==> src/shared/bit_unit_defs.svh <==
// Encodings, field positions and widths for the bit set / bit test skip unit.
// Assumes a 12-bit instruction word and a 32 x 8 file register space.
// Functional notes
// - Opcode nibble 0110 with bit index and file address tests bit, skips when zero.
// - Next instruction word is fetched while the bit test executes.
// - On a taken skip the prefetched word is dropped with no effect at all.
// - Taken skip runs a no-operation, so the test takes two cycles, else one.
`ifndef BIT_UNIT_DEFS_SVH
`define BIT_UNIT_DEFS_SVH

`define WORD_W          12
`define DATA_W          8
`define ADDR_W          5
`define BIT_IDX_W       3
`define OPC_HI          11
`define OPC_LO          8
`define BIT_HI          7
`define BIT_LO          5
`define ADDR_HI         4
`define ADDR_LO         0
`define OPC_SET_BIT     4'h5
`define OPC_TEST_CLEAR  4'h6
`define NOP_WORD        12'h000
`define PHASES_PER_CYC  4

`endif

==> src/shared/bit_unit_pkg.sv <==
// Types shared by the bit set / bit test skip unit.
// Assumes the constants header is compiled alongside.
package bit_unit_pkg;

    typedef enum logic [1:0] {
        PH_ADDR,
        PH_DATA,
        PH_EXEC,
        PH_COMMIT
    } phase_type;

    typedef enum logic [1:0] {
        KIND_OTHER,
        KIND_SET_BIT,
        KIND_TEST_CLEAR
    } kind_type;

endpackage

==> src/shared/file_port_if.sv <==
// Port between the execution unit and its file register memory.
// Assumes both ends run on ref_clk.
`timescale 1ns/10ps
`include "bit_unit_defs.svh"

interface file_port_if;
    logic [`ADDR_W-1:0] rd_addr;
    logic [`DATA_W-1:0] rd_data;
    logic               wr_en;
    logic [`ADDR_W-1:0] wr_addr;
    logic [`DATA_W-1:0] wr_data;

    modport unit (output rd_addr, output wr_en, output wr_addr, output wr_data, input rd_data);
    modport mem  (input rd_addr, input wr_en, input wr_addr, input wr_data, output rd_data);
endinterface

==> src/logic/file_reg_mem.sv <==
// File register storage with one write port and two registered read ports.
// Assumes a synchronous reset copy from the top; contents clear at reset.
`timescale 1ns/10ps
`include "bit_unit_defs.svh"

module file_reg_mem #(
    parameter int DEPTH = 32
) (
    input  wire logic               ref_clk,   // Core clock
    input  wire logic               rst_n,     // Synchronised reset, active low
    file_port_if.mem                port,      // Unit access
    input  wire logic [`ADDR_W-1:0] peek_addr, // Observation address
    output logic      [`DATA_W-1:0] peek_data  // Observation data, registered
);

    // Refuse a depth that the address field cannot reach exactly
    if (DEPTH != (1 << `ADDR_W)) begin : g_depth_check
        $error("file_reg_mem: DEPTH must match the address width");
    end

    logic [`DATA_W-1:0] mem_q [DEPTH];
    logic [`DATA_W-1:0] rd_q;
    logic [`DATA_W-1:0] peek_q;

    always_ff @(posedge ref_clk or negedge rst_n) begin
        if (!rst_n) begin
            for (int i = 0; i < DEPTH; i++) begin
                mem_q[i] <= 8'h00;
            end
        end else if (port.wr_en) begin
            mem_q[port.wr_addr] <= port.wr_data;
        end
    end

    always_ff @(posedge ref_clk or negedge rst_n) begin
        if (!rst_n) begin
            rd_q   <= 8'h00;
            peek_q <= 8'h00;
        end else begin
            rd_q   <= mem_q[port.rd_addr];
            peek_q <= mem_q[peek_addr];
        end
    end

    assign port.rd_data = rd_q;
    assign peek_data    = peek_q;

endmodule

==> src/logic/bit_set_test_skip_unit.sv <==
// Execution of the bit set and bit test skip-if-zero instructions.
// Assumes instr_word comes from the fetch path on ref_clk and holds the word
// two addresses after the executing one; one instruction cycle is four
// ref_clk phases (address, data, execute, commit).
`timescale 1ns/10ps
`include "bit_unit_defs.svh"

module bit_set_test_skip_unit (
    input  wire logic               ref_clk,       // 10 MHz core clock
    input  wire logic               rst_n,         // Asynchronous reset, active low
    input  wire logic [`WORD_W-1:0] instr_word,    // Word presented by fetch
    input  wire logic               ext_wr_en,     // Datapath write strobe
    input  wire logic [`ADDR_W-1:0] ext_wr_addr,   // Datapath write address
    input  wire logic [`DATA_W-1:0] ext_wr_data,   // Datapath write data
    input  wire logic [`ADDR_W-1:0] peek_addr,     // Observation address
    output logic      [`DATA_W-1:0] peek_data_q,   // Observation data
    output logic                    fetch_take_q,  // Pulse: instr_word taken
    output logic      [`WORD_W-1:0] exec_word_q,   // Word in execution
    output logic                    exec_valid_q,  // Executing word is real
    output logic                    skip_nop_q,    // Executing the skip filler
    output logic                    cycle_start_q, // Pulse: first phase of a cycle
    output logic                    bit_zero_q     // Last tested bit was zero
);

    // Reset release through two flip-flops
    logic rst_meta_q;
    logic rst_sync_q;

    always_ff @(posedge ref_clk or negedge rst_n) begin
        if (!rst_n) begin
            rst_meta_q <= 1'b0;
            rst_sync_q <= 1'b0;
        end else begin
            rst_meta_q <= 1'b1;
            rst_sync_q <= rst_meta_q;
        end
    end

    file_port_if fport ();

    logic [`DATA_W-1:0] peek_data;

    file_reg_mem #(
        .DEPTH (32)
    ) u_mem (
        .ref_clk   (ref_clk),
        .rst_n     (rst_sync_q),
        .port      (fport),
        .peek_addr (peek_addr),
        .peek_data (peek_data)
    );

    bit_unit_pkg::phase_type phase_q;
    bit_unit_pkg::phase_type phase_d;
    logic [`WORD_W-1:0]      fetch_q;
    logic                    fetch_valid_q;
    logic [`DATA_W-1:0]      data_q;
    logic                    skip_q;
    logic                    set_wr_q;

    bit_unit_pkg::kind_type  kind;
    logic [`BIT_IDX_W-1:0]   bit_idx;
    logic [`ADDR_W-1:0]      f_addr;
    logic [`DATA_W-1:0]      bit_mask;
    logic                    cycle_end;
    logic                    bit_is_zero;

    assign bit_idx   = exec_word_q[`BIT_HI:`BIT_LO];
    assign f_addr    = exec_word_q[`ADDR_HI:`ADDR_LO];
    assign bit_mask  = 8'h01 << bit_idx;
    assign cycle_end = (phase_q == bit_unit_pkg::PH_COMMIT);
    assign bit_is_zero = ((data_q & bit_mask) == 8'h00);

    always_comb begin
        kind = bit_unit_pkg::KIND_OTHER;
        if (exec_valid_q) begin
            case (exec_word_q[`OPC_HI:`OPC_LO])
                `OPC_SET_BIT:    kind = bit_unit_pkg::KIND_SET_BIT;
                `OPC_TEST_CLEAR: kind = bit_unit_pkg::KIND_TEST_CLEAR;
                default:         kind = bit_unit_pkg::KIND_OTHER;
            endcase
        end
    end

    // Phase sequencer, one enable per instruction cycle
    always_comb begin
        case (phase_q)
            bit_unit_pkg::PH_ADDR:   phase_d = bit_unit_pkg::PH_DATA;
            bit_unit_pkg::PH_DATA:   phase_d = bit_unit_pkg::PH_EXEC;
            bit_unit_pkg::PH_EXEC:   phase_d = bit_unit_pkg::PH_COMMIT;
            bit_unit_pkg::PH_COMMIT: phase_d = bit_unit_pkg::PH_ADDR;
            default:                 phase_d = bit_unit_pkg::PH_ADDR;
        endcase
    end

    always_ff @(posedge ref_clk or negedge rst_sync_q) begin
        if (!rst_sync_q) begin
            phase_q <= bit_unit_pkg::PH_ADDR;
        end else begin
            phase_q <= phase_d;
        end
    end

    // First clock of each instruction cycle
    always_ff @(posedge ref_clk or negedge rst_sync_q) begin
        if (!rst_sync_q) begin
            cycle_start_q <= 1'b0;
        end else begin
            cycle_start_q <= cycle_end;
        end
    end

    // Operand read: address in phase 0, registered data in phase 1
    assign fport.rd_addr = f_addr;

    always_ff @(posedge ref_clk or negedge rst_sync_q) begin
        if (!rst_sync_q) begin
            data_q <= 8'h00;
        end else if (phase_q == bit_unit_pkg::PH_DATA) begin
            data_q <= fport.rd_data;
        end
    end

    always_ff @(posedge ref_clk or negedge rst_sync_q) begin
        if (!rst_sync_q) begin
            skip_q <= 1'b0;
        end else if (phase_q == bit_unit_pkg::PH_EXEC) begin
            skip_q <= (kind == bit_unit_pkg::KIND_TEST_CLEAR) && bit_is_zero;
        end
    end

    always_ff @(posedge ref_clk or negedge rst_sync_q) begin
        if (!rst_sync_q) begin
            bit_zero_q <= 1'b0;
        end else if ((phase_q == bit_unit_pkg::PH_EXEC) && (kind == bit_unit_pkg::KIND_TEST_CLEAR)) begin
            bit_zero_q <= bit_is_zero;
        end
    end

    always_ff @(posedge ref_clk or negedge rst_sync_q) begin
        if (!rst_sync_q) begin
            set_wr_q <= 1'b0;
        end else begin
            set_wr_q <= (phase_q == bit_unit_pkg::PH_EXEC) &&
                        (kind == bit_unit_pkg::KIND_SET_BIT);
        end
    end

    // Unit write lands in the commit phase; datapath writes otherwise
    // A datapath write in that same clock is lost, the unit wins
    always_comb begin
        fport.wr_en   = ext_wr_en;
        fport.wr_addr = ext_wr_addr;
        fport.wr_data = ext_wr_data;
        if (set_wr_q) begin
            fport.wr_en   = 1'b1;
            fport.wr_addr = f_addr;
            fport.wr_data = data_q | bit_mask;
        end
    end

    always_ff @(posedge ref_clk or negedge rst_sync_q) begin
        if (!rst_sync_q) begin
            fetch_q       <= `NOP_WORD;
            fetch_valid_q <= 1'b0;
        end else if (cycle_end) begin
            fetch_q       <= instr_word;
            fetch_valid_q <= 1'b1;
        end
    end

    always_ff @(posedge ref_clk or negedge rst_sync_q) begin
        if (!rst_sync_q) begin
            fetch_take_q <= 1'b0;
        end else begin
            fetch_take_q <= cycle_end;
        end
    end

    // A taken skip swaps the prefetched word for the filler, so the dropped
    // word never reaches decode and cannot write or test anything
    // discard prefetched word
    always_ff @(posedge ref_clk or negedge rst_sync_q) begin
        if (!rst_sync_q) begin
            exec_word_q  <= `NOP_WORD;
            exec_valid_q <= 1'b0;
        end else if (cycle_end) begin
            if (skip_q) begin
                exec_word_q  <= `NOP_WORD;
                exec_valid_q <= 1'b0;
            end else begin
                exec_word_q  <= fetch_q;
                exec_valid_q <= fetch_valid_q;
            end
        end
    end

    always_ff @(posedge ref_clk or negedge rst_sync_q) begin
        if (!rst_sync_q) begin
            skip_nop_q <= 1'b0;
        end else if (cycle_end) begin
            skip_nop_q <= skip_q;
        end
    end

    // Observation data straight from a flop
    always_ff @(posedge ref_clk or negedge rst_sync_q) begin
        if (!rst_sync_q) begin
            peek_data_q <= 8'h00;
        end else begin
            peek_data_q <= peek_data;
        end
    end

endmodule

==> config.mk <==
export PLATFORM = sky130hd
export DESIGN_NAME = bit_set_test_skip_unit
export DESIGN_NICKNAME = d
export VERILOG_FILES = /design/src/shared/bit_unit_pkg.sv /design/src/shared/file_port_if.sv /design/src/logic/file_reg_mem.sv /design/src/logic/bit_set_test_skip_unit.sv
export VERILOG_INCLUDE_DIRS = /design/src /design/src/shared
export SDC_FILE = /design/constraint.sdc
export NUM_CORES = 1
export LEC_CHECK = 0
export BUFFER_PORTS_ARGS = -buffer_cell sky130_fd_sc_hd__buf_4
export CORE_AREA = 2 2 188 190
export CTS_CLUSTER_DIAMETER = 80
export CTS_CLUSTER_SIZE = 24
export DETAILED_ROUTE_END_ITERATION = 8
export DIE_AREA = 0 0 190 192
export PLACE_DENSITY = 0.66
export REMOVE_ABC_BUFFERS = 1
export SLEW_MARGIN = 10
export SYNTH_ARGS = -nofsm -noshare
export SYNTH_HDL_FRONTEND = slang
export SYNTH_SLANG_ARGS = --single-unit
==> constraint.sdc <==
create_clock -name ref_clk -period 12.17 [get_ports ref_clk]
set_input_delay 2.434 -clock ref_clk [delete_from_list [all_inputs] [get_ports ref_clk]]
set_output_delay 2.434 -clock ref_clk [all_outputs]
set_load 0.01 [all_outputs]
## Yosys cells after proc, flatten, opt, wreduce, memory -nomap -nowiden

Cells that the tools add are included.

| word-level totals | value |
|---|---|
| word-level logic and storage cells | 88 |
| RAM bits | 0 |
| memories | 0 |
| register bits after elaboration | 323 |
| latch bits | 0 |
| output and inout port bits | 25 |
| memory bits (read-only) | 0 |

| operators by class | value |
|---|---|
| $add $sub $neg | 0 |
| div/mod/pow operators | 0 |
| equality and inequality tests | 7 |
| bitwise logic cells | 5 |
| shift-type cells | 1 |
| muxes and demuxes | 17 |
| magnitude comparators | 4 |
| multipliers | 0 |
| reduce and logical (&&, ||, !) cells | 6 |

Operators with widths:

| kind | count |
|---|---|
| 256-bit bitwise mux | 1 |
| 8-bit binary-select mux with 5-bit select | 2 |
| 8-bit two-way mux | 6 |
| 8-bit demux with 5-bit select | 1 |
| 6-bit greater-or-equal comparator, second input constant | 3 |
| 5-bit inverter with 6-bit output | 3 |
| 12-bit two-way mux | 1 |
| 8-bit bitwise AND | 1 |
| 4-bit by 3-bit == test with 1-bit output, second input constant | 2 |
| 8-bit logical NOT | 1 |
| 8-bit bitwise OR | 1 |
| 2-bit one-hot mux with 4 select lines | 1 |
| 1-bit by 3-bit << shifter with 8-bit output, first input constant | 1 |
| 2-bit == test, second input constant | 3 |
| 6-bit by 1-bit < comparator with 1-bit output, second input constant | 1 |
| 5-bit two-way mux | 1 |
| 2-bit by 1-bit == test with 1-bit output, second input constant | 2 |
| 1-bit logical AND | 4 |
| 2-bit one-hot mux with 2 select lines | 1 |
| 2-bit logical NOT | 1 |
| 1-bit two-way mux | 2 |
| 2-bit two-way mux | 1 |

## Logic depth before layout (Yosys ltp)

| depth | value |
|---|---|
| depth in word-level cells | 7 |
| gate-level depth with buffers | 7 |
| depth with buffers taken out | 5 |

## Cells and area by module

A second synthesis with hierarchy kept.

| second synthesis, totals | value |
|---|---|
| cells, all modules | 985 |
| area total of the unflattened synthesis | 16181.8 um2 |

Modules (own cells, without submodules):

| module | cells an instance | area each (um2) | times used |
|---|---|---|---|
| file_reg_mem | 822 | 14043.5 | 1 |
| bit_set_test_skip_unit | 163 | 2138.3 | 1 |

## Worst setup path before layout

Ideal clock, no wire load.

| timing | value |
|---|---|
| path kind | in2reg |
| start | in peek_addr[2] |
| end | reg u_mem.peek_q[0] (netlist: u_mem.peek_data[0]) |
| slack | 7.928 ns |
| arrival | 4.117 ns |
| buffers on the path | 2 |
| stages on the path | 5 |
| path through | clkbuf_1 clkbuf_1 mux4_2 mux4_2 mux2_2 |

| between the ends | value |
|---|---|
| word-level cells in the longest chain between the ends | 4 |

RTL lines:

| element | RTL line | RTL |
|---|---|---|
| from (decl) | bit_set_test_skip_unit.sv:15 | `` input wire logic [`ADDR_W-1:0] peek_addr, `` |
| 5-bit inverter with 6-bit output (not written as such) | file_reg_mem.sv:41 | `peek_q <= mem_q[peek_addr];` |
| 8-bit binary-select mux with 5-bit select | file_reg_mem.sv:41 |  |
| 8-bit two-way mux (not written as such) (2 in series) | file_reg_mem.sv:41 |  |
| to (signal assigned) | file_reg_mem.sv:41 |  |
| to (decl) | file_reg_mem.sv:23 | `` logic [`DATA_W-1:0] peek_q; `` |

Every way passes these cells. The select of a mux whose other input is x is not followed.
A chain may end at the register's enable or synchronous reset.

## Final worst setup path

| timing | value |
|---|---|
| start | in peek_addr[1] |
| end | reg u_mem.peek_q[0] (netlist: u_mem.peek_data[0]) |

Same word-level chain as after synthesis.

==> run metrics <==
die width=190 um; Seq cells post-synth=323; Max Cap Viol=0; measured slew at the worst slew-check pin=1320 ps; clk sinks=323; routed vias/inst=6.45; Netlist cell types=47; Seq/Total Area, Yosys=0.476; Setup CP Type=in -> reg; EDFF count, synth=0; hold_buf cts=0; Setup TNS Final=0 ps; first-pass GRT wire length=65.3 mm; number of global-route vias before repair=10100; Worst Path Max Fanout=44; Final min period=4640 ps; Reg clk slew, reported paths=80 ps; share of post-route cells with drive strength above 1=0.597; drt first pass iters=6; Hold WC Path Type=reg -> reg; f_max=215 MHz; Slew headroom=0.111; Placeable Area=34300 um^2; # IOs=58; switching share of power=0.274; total power=2.83 mW; final-report setup violation count=0; # resized after CTS=0; Skew-Pair Late Insertion Delay=530 ps; adder-cell share of the synthesized area=0.00295; GPL Wtd Cong=0.806; per-cell routed wire length=28.2 um; cell row count=68; Syn. warnings=0; crit path capture type=flop; Leak=7.65 nW; status=finished, final reports clean; slowest cell delay on critical path=780 ps; Finished Cell Area=18300 um^2; Sw Pwr=0.775 mW; critical path's slowest cell=buf_4; DRT iter0 DRCs=621; clk buf depth=3; Primary FF master, synth=dfrtp_1; Clk pwr share=0.243; Total Routing Usage GR=0.242; mux cell area share after synthesis=0.408; Combinational Power Share=0.231; Die Ht=192 um; RSZ-0062 raised after global routing=false; CTS tree=done; crit path DAT=5040 ps; layout net count=1065; data required time at the worst endpoint=12570 ps; initial antenna violation count=1; starting density of the core=0.495; Flop pwr share=0.526; power per standard cell area=154 nW/um^2; main combinational cell family by area after synthesis=multiplexers; Post-Synth XOR/XNOR Area=0; Root Driver=clkbuf_16; P_int=2.05 mW; DRC=0; placed wire-length estimate=26.7 mm; Final Cycle Share=0.381; H-tree depth=1; FFs w/ async S/R, synth=1.00; Vias=9624; Clock Skew=23.6 ps; simple-gate share of the synthesized area=0.0321; largest net degree at the start of global routing=75; worst-path cell chain=buf_4 > buf_4 > mux4_2 > mux4_2 > mux2_2; synthesized area=17000 um^2; Total Routed Length=42.1 mm; startpoint types=input pin; Max Slew Vio Count=0; area grow syn2layout=7.96%; post-synthesis compound-gate area fraction=0.0519; Syn Area/Cell=16.6 um^2; Post-DRT Antenna Nets=0; Post-CTS Setup Bufs=0; final hold violations=0; peak supply drop=109 uV; CTS Buf Count=18; total die area=36500 um^2; Placement Cell Area=17800 um^2; grt ovf=0; Mapped Cells=1023; PortBufs=57
## power by group through the flow
stage / combinational (mW) / clock [mW] / sequential (mW)
5_1_grt: 0.700 / 0.745 / 1.52
3_5_place_dp: 0.661 / 0 / 1.51
6_report: 0.655 / 0.687 / 1.49
3_3_place_gp: 0.645 / 0 / 1.50
4_1_cts: 0.662 / 0.709 / 1.49
2_1_floorplan: 0.481 / 0 / 1.46
## per-stage QoR
stage          setup WS (ps)  hold slack [ps]  cells  utilization
2_1_floorplan           2500              331    930            -
3_3_place_gp            6960              342   1463        0.518
3_5_place_dp            6920              352   1463        0.518
4_1_cts                 7480              372   1491        0.535
5_1_grt                 7330              383   1491        0.535
6_report                7530              367   1492        0.535
## cell usage after synthesis (all sizes together), types with 3 or more instances
library cell / n / share of area
ha: 4 / 0.0029
nand3b: 8 / 0.0044
o21ai: 9 / 0.0027
clkbuf: 52 / 0.011
nand3: 3 / 0.0015
and3b: 4 / 0.0021
a31oi: 8 / 0.0029
nand2: 7 / 0.0015
mux2: 289 / 0.19
nor2b: 14 / 0.0052
a221oi: 16 / 0.025
or3b: 7 / 0.0036
mux4: 161 / 0.21
mux2i: 3 / 0.0032
buf: 41 / 0.015
nor2: 8 / 0.0018
dfrtp: 323 / 0.48
a31o: 12 / 0.0062
o221ai: 14 / 0.012
inv: 11 / 0.0024
nor3b: 5 / 0.0028
## worst paths after layout
path / start / to / slack (ps) / cells after the start
max in group asynchronous: rst_sync_q / exec_word_q[1] / 9710 / 2
worst min register to register: rst_meta_q / rst_sync_q / 370 / 0
worst max register to register: exec_word_q[1] / u_mem.mem_q[193] / 8810 / 4
min in group asynchronous: rst_sync_q / u_mem.mem_q[42] / 410 / 0
worst max-delay path: peek_addr[1] / u_mem.peek_data[0] / 7530 / 5
worst min-delay path: rst_meta_q / rst_sync_q / 370 / 0
## registers in the layout (all words and copies together) (netlist names), 2 cells and up
name,cells
u_mem.port.rd_data,8
peek_data_q,8
data_q,8
u_mem.mem_q,256
exec_word_q,12
phase_q,2
fetch_q,12
u_mem.peek_data,8
## cell families after synthesis
logic type               after synthesis
adder cells (fa/ha/maj)                4
multiplexers                         453
flip-flops                           323
AO/OA/AOI/OAI                         65
other                                  1
AND/OR/NAND/NOR                       73
buffers and inverters                104
## critical path, delay by kind of cell
family                 cells  cell delay (ps)
buffers and inverters      2             1150
muxes                      3             1400
## cell usage in the layout, fill, tap and decap left out, drive strengths merged, types with 2 or more instances in the layout
| cell type | count |
|---|---|
| a221o | 2 |
| a221oi | 16 |
| a31o | 12 |
| a31oi | 8 |
| and2 | 2 |
| and3b | 4 |
| buf | 78 |
| clkbuf | 23 |
| clkinv | 3 |
| dfrtp | 323 |
| ha | 4 |
| inv | 12 |
| mux2 | 289 |
| mux2i | 3 |
| mux4 | 161 |
| nand2 | 7 |
| nand3 | 3 |
| nand3b | 8 |
| nand4b | 2 |
| nand4bb | 2 |
| nor2 | 8 |
| nor2b | 14 |
| nor3 | 2 |
| nor3b | 5 |
| nor4bb | 2 |
| o21ai | 9 |
| o221ai | 14 |
| or2 | 2 |
| or3 | 2 |
| or3b | 7 |
## layout make-up
class | count | area, um^2
flip-flops and latches | 323 | 8100
repair buffers | 78 | 586
diodes | 1 | 2.50
clock buffers | 23 | 510
well taps | 455 | 569
inverters | 11 | 41.3
clock inverters | 5 | 65.1
multi-input cells | 596 | 8460
fillers | 2783 | 16000
## layer usage
metal	vias to the layer above	part of all wire	GRT usage
li1	4040	-	-
met1	5267	0.44	0.349
met2	249	0.48	0.390
met3	68	0.045	0.0250
met4	0	0.033	0.0739
met5	-	0	0
(Power assumes the default switching activity.)
